[config.mk]
export PLATFORM = sky130hd
export DESIGN_NAME = rpps_top
export DESIGN_NICKNAME = d
export VERILOG_FILES = /design/src/hdl/rpps_pkg.sv /design/src/hdl/rpps_tick.sv /design/src/hdl/rpps_timer.sv /design/src/hdl/rpps_top.sv
export SDC_FILE = /design/constraint.sdc
export NUM_CORES = 2
export LEC_CHECK = 0
export BUFFER_PORTS_ARGS = -buffer_cell sky130_fd_sc_hd__buf_2
export CORE_MARGIN = 2
export CORE_UTILIZATION = 48
export CTS_CLUSTER_SIZE = 14
export DETAILED_ROUTE_END_ITERATION = 8
export SLEW_MARGIN = 40
export SYNTH_ARGS = -nofsm -noshare
export SYNTH_HDL_FRONTEND = slang
export SYNTH_HIERARCHICAL = 1
export SYNTH_SLANG_ARGS = --single-unit
export TNS_END_PERCENT = 10
[constraint.sdc]
create_clock -name pclk -period 30.8 [get_ports pclk]
set_clock_uncertainty 0.2 [all_clocks]
set_input_delay 1.54 -clock pclk [delete_from_list [all_inputs] [get_ports pclk]]
set_output_delay 1.54 -clock pclk [all_outputs]
set_load 0.01 [all_outputs]
[src/hdl/rpps_pkg.sv]
/*
 * Constants, register map and state types for the dual reverse/under
 * power protection stage.
 * Assumes a 250 MHz pclk and a measurement front end that presents
 * signed three-phase active power in watts, synchronous to pclk.
 */
package rpps_pkg;

   ////////////////////////////////////////////////////////////////////
   // Timing
   localparam int CLK_HZ = 250_000_000;
   localparam int TICK_MS = 100;
   localparam int TICK_CYCLES = CLK_HZ / 1000 * TICK_MS;

   ////////////////////////////////////////////////////////////////////
   // Widths and scaling
   localparam int NUM_STAGES = 2;
   localparam int EVT_W = 4;
   localparam int INT_W = NUM_STAGES * EVT_W;
   localparam logic [16:0] SQRT3_Q16 = 17'h1bb68;
   localparam int SQRT3_FRAC = 16;
   localparam logic signed [47:0] PWR_SCALE = 48'sh0003e8;
   localparam logic [6:0] PCT_FULL = 7'h64;
   localparam logic [11:0] PCT_STEP = 12'h064;

   ////////////////////////////////////////////////////////////////////
   // Setting limits and reset values (pick-up in 0.1 %Sn, delay 0.1 s)
   localparam logic signed [11:0] PICK_MAX = 12'sh7d0;
   localparam logic signed [11:0] PICK_MIN = 12'sh830;
   localparam logic [11:0] PICK_RST0 = 12'hfd8;
   localparam logic [11:0] PICK_RST1 = 12'hf38;
   localparam logic [11:0] DLY_MIN = 12'h003;
   localparam logic [11:0] DLY_MAX = 12'hbb8;
   localparam logic [11:0] DLY_RST = 12'h00a;
   localparam logic [3:0] EVT_EN_RST = 4'hf;
   localparam logic [15:0] VT_RST = 16'h2af8;
   localparam logic [11:0] CT_RST = 12'h064;
   localparam logic [7:0] INT_EN_RST = 8'h00;

   ////////////////////////////////////////////////////////////////////
   // Register offsets (byte addresses)
   localparam logic [11:0] OFF_VT = 12'h000;
   localparam logic [11:0] OFF_CT = 12'h004;
   localparam logic [11:0] OFF_SN = 12'h008;
   localparam logic [11:0] OFF_STG_BASE = 12'h010;
   localparam logic [11:0] OFF_STG_STRIDE = 12'h020;
   localparam logic [11:0] OFF_STG_PICK = 12'h000;
   localparam logic [11:0] OFF_STG_DLY = 12'h004;
   localparam logic [11:0] OFF_STG_EVT = 12'h008;
   localparam logic [11:0] OFF_STG_STATUS = 12'h00c;
   localparam logic [11:0] OFF_STG_TALLY = 12'h010;
   localparam logic [11:0] OFF_STG_FAULT = 12'h014;
   localparam logic [11:0] OFF_STG_CLR = 12'h018;
   localparam logic [11:0] OFF_INT_STATUS = 12'h050;
   localparam logic [11:0] OFF_INT_CLEAR = 12'h054;
   localparam logic [11:0] OFF_INT_ENABLE = 12'h058;

   ////////////////////////////////////////////////////////////////////
   // Field positions
   localparam int ST_START_BIT = 0;
   localparam int ST_TRIP_BIT = 1;
   localparam int ST_PCT_LSB = 8;
   localparam int TALLY_TRIP_LSB = 16;
   localparam int EV_S_ON = 0;
   localparam int EV_S_OFF = 1;
   localparam int EV_T_ON = 2;
   localparam int EV_T_OFF = 3;

   ////////////////////////////////////////////////////////////////////
   // State types
   typedef struct packed {
      logic [31:0] cnt;
      logic tick;
   } rpps_tick_t;

   typedef struct packed {
      logic [11:0] acc;
      logic [6:0] pct;
      logic trip;
   } rpps_tmr_t;

   typedef struct packed {
      logic [15:0] vt;
      logic [11:0] ct;
      logic [28:0] sn;
      logic [1:0][11:0] pick;
      logic [1:0][11:0] dly;
      logic [1:0][3:0] evt_en;
      logic [1:0] start;
      logic [1:0] trip_q;
      logic [1:0][15:0] s_tally;
      logic [1:0][15:0] t_tally;
      logic [1:0][31:0] fault;
      logic [7:0] int_st;
      logic [7:0] int_en;
      logic [31:0] rdata;
      logic slverr;
   } rpps_top_t;

endpackage

[src/hdl/rpps_tick.sv]
/*
 * Restartable divider giving a one-cycle tick every TICK_CYCLES clocks.
 * Assumes restart is held while the owning stage is idle, so the first
 * tick comes one full period after the stage picks up.
 */
`timescale 1ns/1ns
`default_nettype none

module rpps_tick
   import rpps_pkg::*;
#(
   parameter int TICK_CYCLES = rpps_pkg::TICK_CYCLES
) (
   input wire logic pclk,
   input wire logic presetn,
   input wire logic restart,
   output logic tick
);

   rpps_tick_t st_ff;
   rpps_tick_t nxt_st;

   always_comb begin
      nxt_st = st_ff;
      nxt_st.tick = 1'b0;
      if (restart) begin
         nxt_st.cnt = '0;
      end else if (st_ff.cnt == 32'(TICK_CYCLES - 1)) begin
         nxt_st.cnt = '0;
         nxt_st.tick = 1'b1;
      end else begin
         nxt_st.cnt = st_ff.cnt + 32'h00000001;
      end
   end

   always_ff @(posedge pclk or negedge presetn) begin
      if (!presetn) begin
         st_ff <= '0;
      end else begin
         st_ff <= nxt_st;
      end
   end

   assign tick = st_ff.tick;

endmodule

`default_nettype wire

[src/hdl/rpps_timer.sv]
/*
 * Definite-time delay of one stage with elapsed-delay percentage.
 * Assumes tick pulses every 0.1 s while start is high and delay is in
 * 0.1 s units, between 3 and 3000.
 */
`timescale 1ns/1ns
`default_nettype none

module rpps_timer
   import rpps_pkg::*;
(
   input wire logic pclk,
   input wire logic presetn,
   input wire logic start,
   input wire logic tick,
   input wire logic [11:0] delay,
   output logic [6:0] elapsed_delay_percent,
   output logic trip
);

   rpps_tmr_t st_ff;
   rpps_tmr_t nxt_st;
   logic [11:0] sum;

   // Percent steps by Bresenham: each tick adds 100, each delay unit
   // worth of remainder is one percent, at most one step per cycle.
   always_comb begin
      nxt_st = st_ff;
      sum = st_ff.acc;
      if (!start) begin
         nxt_st = '0;
      end else if (!st_ff.trip) begin
         sum = st_ff.acc + (tick ? PCT_STEP : 12'h000);
         if (sum >= delay) begin
            sum = sum - delay;
            nxt_st.pct = st_ff.pct + 7'h01;
         end
         nxt_st.acc = sum;
         if (nxt_st.pct == PCT_FULL) begin
            nxt_st.trip = 1'b1;
         end
      end
   end

   always_ff @(posedge pclk or negedge presetn) begin
      if (!presetn) begin
         st_ff <= '0;
      end else begin
         st_ff <= nxt_st;
      end
   end

   assign elapsed_delay_percent = st_ff.pct;
   assign trip = st_ff.trip;

endmodule

`default_nettype wire

[src/hdl/rpps_top.sv]
/*
 * Dual reverse/under power protection stage with APB register file,
 * start and trip tallies, fault capture and a level interrupt.
 * Assumes active_power is signed watts synchronous to pclk, and an APB
 * master that keeps the usual setup/access ordering.
 */
// Functional notes
// Start asserts while active power is below the stage pick-up level.
// Trip asserts once start has stayed for the whole operational delay.
// Pick-up is signed, -200..+200 %Sn, defaults -4.0 and -20.0.
// Negative pick-up gives reverse power, positive gives underpower.
// Nominal apparent power is VT primary times CT primary times root 3.
// Two identical stages, each with its own settings.
// Operational delay settable 0.3 to 300.0 s, default 1.0 s.
// Count starts and trips, record extreme power during the fault.
// Elapsed delay reported in percent, 100 reached together with trip.
// Power back above pick-up drops start, clears timer and trip.
`timescale 1ns/1ns
`default_nettype none

module rpps_top
   import rpps_pkg::*;
#(
   parameter int TICK_CYCLES = rpps_pkg::TICK_CYCLES
) (
   input wire logic pclk,
   input wire logic presetn,
   input wire logic psel,
   input wire logic penable,
   input wire logic pwrite,
   input wire logic [11:0] paddr,
   input wire logic [31:0] pwdata,
   output logic [31:0] prdata,
   output logic pready,
   output logic pslverr,
   input wire logic [31:0] active_power,
   output logic [rpps_pkg::NUM_STAGES-1:0] stage_start,
   output logic [rpps_pkg::NUM_STAGES-1:0] stage_trip,
   output logic irq
);

   ////////////////////////////////////////////////////////////////////
   // Declarations

   rpps_top_t st_ff;
   rpps_top_t nxt_st;

   logic [44:0] sn_full;
   logic signed [47:0] pwr_scaled;
   logic signed [47:0] level [NUM_STAGES];
   logic [NUM_STAGES-1:0] below;
   logic [NUM_STAGES-1:0] tick;
   logic [NUM_STAGES-1:0] trip_w;
   logic [6:0] pct_w [NUM_STAGES];
   logic apb_setup;
   logic apb_write;

   ////////////////////////////////////////////////////////////////////
   // Nominal apparent power in VA, root 3 in Q16

   assign sn_full = 45'(st_ff.vt * st_ff.ct * SQRT3_Q16);

   ////////////////////////////////////////////////////////////////////
   // Comparison: power*1000 < pick(0.1 %Sn) * Sn, no divider needed

   assign pwr_scaled = $signed({{16{active_power[31]}}, active_power})
      * PWR_SCALE;

   // One signed compare serves both reverse and underpower settings
   generate
      for (genvar g = 0; g < NUM_STAGES; g++) begin : g_stage
         assign level[g] = $signed({{36{st_ff.pick[g][11]}},
            st_ff.pick[g]}) * $signed({19'h00000, st_ff.sn});
         assign below[g] = pwr_scaled < level[g];

         rpps_tick #(
            .TICK_CYCLES(TICK_CYCLES)
         ) u_tick (
            .pclk(pclk),
            .presetn(presetn),
            .restart(~st_ff.start[g]),
            .tick(tick[g])
         );

         rpps_timer u_timer (
            .pclk(pclk),
            .presetn(presetn),
            .start(st_ff.start[g]),
            .tick(tick[g]),
            .delay(st_ff.dly[g]),
            .elapsed_delay_percent(pct_w[g]),
            .trip(trip_w[g])
         );
      end
   endgenerate

   ////////////////////////////////////////////////////////////////////
   // APB phases

   assign apb_setup = psel & ~penable;
   assign apb_write = psel & penable & pwrite;

   ////////////////////////////////////////////////////////////////////
   // Next state

   always_comb begin
      logic [11:0] off;
      logic hit;
      logic [3:0] ev;
      logic [31:0] rd;
      logic err;
      logic signed [31:0] wval;
      logic [1:0] clr;

      off = '0;
      hit = 1'b0;
      ev = '0;
      rd = '0;
      err = 1'b1;
      wval = $signed(pwdata);
      clr = '0;
      nxt_st = st_ff;

      nxt_st.sn = sn_full[SQRT3_FRAC +: 29];

      ////////////////////////////////////////////////////////////////
      // Register writes, taken in the access phase
      if (apb_write && paddr[1:0] == 2'b00) begin
         if (paddr == OFF_VT) begin
            nxt_st.vt = pwdata[15:0];
         end
         if (paddr == OFF_CT) begin
            nxt_st.ct = pwdata[11:0];
         end
         if (paddr == OFF_INT_ENABLE) begin
            nxt_st.int_en = pwdata[7:0];
         end
         if (paddr == OFF_INT_CLEAR) begin
            nxt_st.int_st = st_ff.int_st & ~pwdata[7:0];
         end
         for (int n = 0; n < NUM_STAGES; n++) begin
            off = 12'(paddr - OFF_STG_BASE - 12'(n) * OFF_STG_STRIDE);
            hit = paddr >= 12'(OFF_STG_BASE + 12'(n) * OFF_STG_STRIDE)
               && off <= OFF_STG_CLR;
            if (hit && off == OFF_STG_PICK) begin
               // Out of range settings are clamped to the limits
               if (wval > 32'(PICK_MAX)) begin
                  nxt_st.pick[n] = PICK_MAX;
               end else if (wval < 32'(PICK_MIN)) begin
                  nxt_st.pick[n] = PICK_MIN;
               end else begin
                  nxt_st.pick[n] = pwdata[11:0];
               end
            end
            if (hit && off == OFF_STG_DLY) begin
               if (pwdata < 32'(DLY_MIN)) begin
                  nxt_st.dly[n] = DLY_MIN;
               end else if (pwdata > 32'(DLY_MAX)) begin
                  nxt_st.dly[n] = DLY_MAX;
               end else begin
                  nxt_st.dly[n] = pwdata[11:0];
               end
            end
            if (hit && off == OFF_STG_EVT) begin
               nxt_st.evt_en[n] = pwdata[3:0];
            end
            if (hit && off == OFF_STG_CLR) begin
               clr[n] = 1'b1;
            end
         end
      end

      ////////////////////////////////////////////////////////////////
      // Per-stage start, tallies, fault value and events
      for (int n = 0; n < NUM_STAGES; n++) begin
         nxt_st.start[n] = below[n];
         nxt_st.trip_q[n] = trip_w[n];
         if (clr[n]) begin
            nxt_st.s_tally[n] = '0;
            nxt_st.t_tally[n] = '0;
         end
         // Increments after the clear so a coincident event counts
         if (below[n] && !st_ff.start[n]) begin
            nxt_st.s_tally[n] = nxt_st.s_tally[n] + 16'h0001;
            nxt_st.fault[n] = active_power;
         end else if (below[n] && st_ff.start[n]
            && $signed(active_power) < $signed(st_ff.fault[n])) begin
            nxt_st.fault[n] = active_power;
         end
         if (trip_w[n] && !st_ff.trip_q[n]) begin
            nxt_st.t_tally[n] = nxt_st.t_tally[n] + 16'h0001;
         end
         ev = '0;
         ev[EV_S_ON] = below[n] & ~st_ff.start[n];
         ev[EV_S_OFF] = ~below[n] & st_ff.start[n];
         ev[EV_T_ON] = trip_w[n] & ~st_ff.trip_q[n];
         ev[EV_T_OFF] = ~trip_w[n] & st_ff.trip_q[n];
         // Set after clear: an event in the clear cycle stays pending
         nxt_st.int_st[n*EVT_W +: EVT_W] =
            nxt_st.int_st[n*EVT_W +: EVT_W] | (ev & st_ff.evt_en[n]);
      end

      ////////////////////////////////////////////////////////////////
      // Read data captured in the setup phase
      if (paddr[1:0] == 2'b00) begin
         if (paddr == OFF_VT) begin
            rd = {16'h0000, st_ff.vt};
            err = 1'b0;
         end
         if (paddr == OFF_CT) begin
            rd = {20'h00000, st_ff.ct};
            err = 1'b0;
         end
         if (paddr == OFF_SN) begin
            rd = {3'h0, st_ff.sn};
            err = 1'b0;
         end
         if (paddr == OFF_INT_STATUS) begin
            rd = {24'h000000, st_ff.int_st};
            err = 1'b0;
         end
         if (paddr == OFF_INT_CLEAR) begin
            err = 1'b0;
         end
         if (paddr == OFF_INT_ENABLE) begin
            rd = {24'h000000, st_ff.int_en};
            err = 1'b0;
         end
         for (int n = 0; n < NUM_STAGES; n++) begin
            off = 12'(paddr - OFF_STG_BASE - 12'(n) * OFF_STG_STRIDE);
            hit = paddr >= 12'(OFF_STG_BASE + 12'(n) * OFF_STG_STRIDE)
               && off <= OFF_STG_CLR;
            if (hit) begin
               err = 1'b0;
               if (off == OFF_STG_PICK) begin
                  rd = {{20{st_ff.pick[n][11]}}, st_ff.pick[n]};
               end
               if (off == OFF_STG_DLY) begin
                  rd = {20'h00000, st_ff.dly[n]};
               end
               if (off == OFF_STG_EVT) begin
                  rd = {28'h0000000, st_ff.evt_en[n]};
               end
               if (off == OFF_STG_STATUS) begin
                  rd[ST_START_BIT] = st_ff.start[n];
                  rd[ST_TRIP_BIT] = trip_w[n];
                  rd[ST_PCT_LSB +: 7] = pct_w[n];
               end
               if (off == OFF_STG_TALLY) begin
                  rd[15:0] = st_ff.s_tally[n];
                  rd[TALLY_TRIP_LSB +: 16] = st_ff.t_tally[n];
               end
               if (off == OFF_STG_FAULT) begin
                  rd = st_ff.fault[n];
               end
            end
         end
      end
      if (apb_setup) begin
         nxt_st.rdata = pwrite ? 32'h00000000 : rd;
         nxt_st.slverr = err;
      end
   end

   ////////////////////////////////////////////////////////////////////
   // State register

   always_ff @(posedge pclk or negedge presetn) begin
      if (!presetn) begin
         st_ff <= '0;
         st_ff.vt <= VT_RST;
         st_ff.ct <= CT_RST;
         st_ff.pick[0] <= PICK_RST0;
         st_ff.pick[1] <= PICK_RST1;
         st_ff.dly[0] <= DLY_RST;
         st_ff.dly[1] <= DLY_RST;
         st_ff.evt_en[0] <= EVT_EN_RST;
         st_ff.evt_en[1] <= EVT_EN_RST;
         st_ff.int_en <= INT_EN_RST;
      end else begin
         st_ff <= nxt_st;
      end
   end

   ////////////////////////////////////////////////////////////////////
   // Outputs

   assign prdata = st_ff.rdata;
   assign pready = 1'b1;
   assign pslverr = st_ff.slverr & psel & penable;
   assign stage_start = st_ff.start;
   assign stage_trip = trip_w;
   assign irq = |(st_ff.int_st & st_ff.int_en);

endmodule

`default_nettype wire

==> metrics.md <==
| Metric | Value |
|---|---|
| CTS Hold Buffers Added | 0 |
| Hpwl dp | 166000 um |
| CP max stage delay | 820 ps |
| Hold Startpoint | st_ff[64] |
| Setup violators final | 0 |
| CTS root buf | clkbuf_16 |
| Worst-path fanout max | 18 |
| Max Slew Vio Count | 0 |
| Tot GR Track Use | 28.6% |
| Flop2flop setup slack | 19050 ps |
| Max Fclk | 0.0851 GHz |
| Tmin final | 11750 ps |
| Vias in the first global route | 55800 |
| Layout Cells excl Fill | 9500 |
| Post-layout nets | 9367 |
| CTS tree | yes |
| Via-to-Cell Ratio | 5.66 |
| Die H | 382 um |
| CP arrival | 12060 ps |
| Pre-CTS setup slack | 18970 ps |
| XOR/XNOR share of the synthesized area | 3.68% |
| R2r endpoint | st_ff[264] |
| Hold Violations, Final | 0 |
| Hold-critical path endpoint | st_ff[64] |
| Clock buffer count from CTS | 48 |
| Int Pwr | 1.65 mW |
| Ports | 120 |
| Clk slew on worst S/H paths | 60 ps |
| Initial Util | 48.4% |
| Synth top area share | 28.8% |
| CP Launch Type | flip-flop |
| Synthesis-stage register bit count | 400 |
| Most frequent CP cell | fa_1 |
| Layout overhead on the synthesized area | 5.70% |
| Postcts setup bufs | 0 |
| Min-Delay Path Depth | 1 |
| Synth Net Count | 9464 |
| Most frequent cell after synthesis | inv_1 |
| Synthesized area per cell | 8.94 um2 |
| Row cnt | 138 |
| Sw Ratio | 43.5% |
| Total negative setup slack | 0 ps |
| Power dissipated by switching net loads | 1.27 mW |
| Global-route wire length before repair | 325000 um |
| Final Cycle Share | 38.2% |
| Hold Crit Class | flip-flop to flip-flop |
| VDD IR max | 0.0566 mV |
| Clock group share of total power | 20.8% |
| Critical register-to-register path startpoint | st_ff[269] |
| Drt wl/cell | 21.7 um |
| Largest family of logic cells by synthesized area | adder cells |
| Final wirelength | 206000 um |
| Number of synthesized flops with an enable pin | 0 |
| Die ar. | 0.146 mm2 |
| Async SR Flop Fraction | 100% |
| # resized after CTS | 0 |
| Mapped Cells | 7663 |
| Compound-gate portion of the synthesized area | 10.8% |
| Initial antenna violation count | 14 |
| Dpl cells | 9405 |
| Clk_lat worst skew | 630 ps |
| Worst-margin pin slew | 895 ps |
| Post-synthesis sequential area ratio | 14.7% |
| Post-DRT Antenna Nets | 0 |
| H-tree levels | 2 |
| CP Capture Type | flip-flop |
| Synth Flop Type | dfrtp_1 |
| Leak | 36.0 nW |
| Critical Path RT | 31110 ps |
| Grt ovf | 0 |
| Synth cell count leaders | inv_1, fa_1, nand2_1, ha_1, dfrtp_1 |
| Slowest stage cell, crit path | dfrtp_1 |
| Max_cap viols | 0 |
| Library cells used by synthesis | 110 |
| DRC violations left | 0 |
| Placeable core region | 0.142 mm2 |
| Synth area leaders | fa_1, ha_1, dfrtp_1 |
| Slew margin rel. | 40.3% |
| Synth Cell Area | 0.0685 mm2 |
| Synth Area in Simple Gates | 16.4% |
| Post-synthesis adder-cell area fraction | 42.2% |
| Worst Reg-to-Reg Cells | 36 |
| TritonCTS Sinks | 400 |
| Synthesis Warnings | 6 |
| Crit path kind | flip-flop to flip-flop |
| Largest net degree at the start of global routing | 98 |
| Clk buf depth | 3 |
| Vias | 53800 |
| Port buffer count | 118 |
| Pre-antenna DRT Iters | 6 |
| Status | finished, final reports clean |
| RSZ-0062 raised after global routing | false |
| Die width | 382 um |
| Power Dens Cells | 40.4 mW/mm2 |
| Logic gate share of total power | 56.4% |
| Mux cell area share after synthesis | 2.42% |
| Final setup margin | 19050 ps |
| Seq pwr share | 22.8% |
| Routability cong. | 0.950 |
| Final Power | 2.93 mW |
| Share of post-route cells with drive strength above 1 | 7.39% |
| Starting DRT DRC Count | 3715 |
| Post-synth top area cell | fa_1 |
## power by group through the flow
stage	registers (mW)	logic, mW	clock network [mW]
final	0.668	1.65	0.609
after global routing	0.673	1.86	0.644
after CTS	0.663	1.65	0.621
after detailed placement	0.672	1.64	0
after global placement	0.670	1.58	0
after floorplan	0.633	1.21	0
## registers in the layout (all words and copies together) (netlist names)
name and flops:
stage_start 2, g_stage.u_timer/st_ff 24, st_ff 260, prdata 32, g_stage.u_tick/st_ff 64, g_stage.u_timer/elapsed_delay_percent 14
g_stage.u_tick/tick 2, g_stage.u_timer/trip 2
## worst max-delay path, delay by kind of cell, from the launching register on
family                     cells  cell delay (ps)
DFF                            1              820
muxes                          1              290
buffers and inverters          4              250
AOI/OAI and AO/OA             12             2750
adders and majority gates     13             5680
and+or+nand+nor                6             1630
## layout by cell type (no fill, tap or decap), types with 41 or more instances in the layout
master and instances:
a211oi_1 54, a21o_1 121, a21oi_1 282, and2_1 301, and3_1 50, buf_2 117, buf_4 80, clkbuf_16 49
dfrtp_1 361, fa_1 985, ha_1 735, inv_1 1343, mux2_2 118, nand2_1 972, nand2b_1 103, nand3_1 112
nand4_1 90, nor2_1 329, nor2b_1 41, nor3_1 101, o21a_1 46, o21ai_0 217, xnor2_1 168, xor2_1 113
## how the worst max path moves through the flow
stage / startpoint / cells past startpoint / to / slack, ps
6_report: st_ff[269] / 36 / st_ff[264] / 19050
4_1_cts: st_ff[269] / 36 / st_ff[264] / 18920
3_3_place_gp: st_ff[269] / 36 / st_ff[264] / 19120
5_1_grt: st_ff[269] / 39 / st_ff[264] / 18420
3_5_place_dp: st_ff[269] / 36 / st_ff[264] / 18970
2_1_floorplan: st_ff[271] / 38 / st_ff[264] / 19820
## metrics by stage
stage | hold WS, ps | area, um2 | util, %
after floorplan | 219 | 68500 | -
after global placement | 275 | 70500 | 49.8
after detailed placement | 284 | 70700 | 49.9
after CTS | 297 | 72300 | 51.1
after global routing | 318 | 72400 | 51.1
final | 301 | 72400 | 51.2
## final cells by class
class / instances / area [um2]
inverter: 1343 / 5040
clock inverter: 22 / 292
timing repair buffer: 205 / 1300
multi-input combinational: 5568 / 51900
fill: 13400 / 69200
clock buffer: 67 / 1390
antenna: 5 / 12.5
tap: 1890 / 2360
sequential: 400 / 10100
## routing by layer
layer,vias to the layer above,routed length [um],GRT usage [%]
met5,-,57,0
li1,24500,-,-
met1,27400,91500,39.8
met4,10,7000,8.93
met2,1516,96400,47.1
met3,329,11300,2.89
## logic make-up (layout without fill, tap and decap cells)
family,after synthesis,count (layout)
buffers and inverters,1695,1637
adders and majority gates,1720,1720
and+or+nand+nor,2297,2297
AOI/OAI and AO/OA,1111,1111
other,1,6
muxes,151,151
DFF,400,400
xor gates and xnor gates,288,288
No activity file was read; power rests on OpenSTA's default activity.
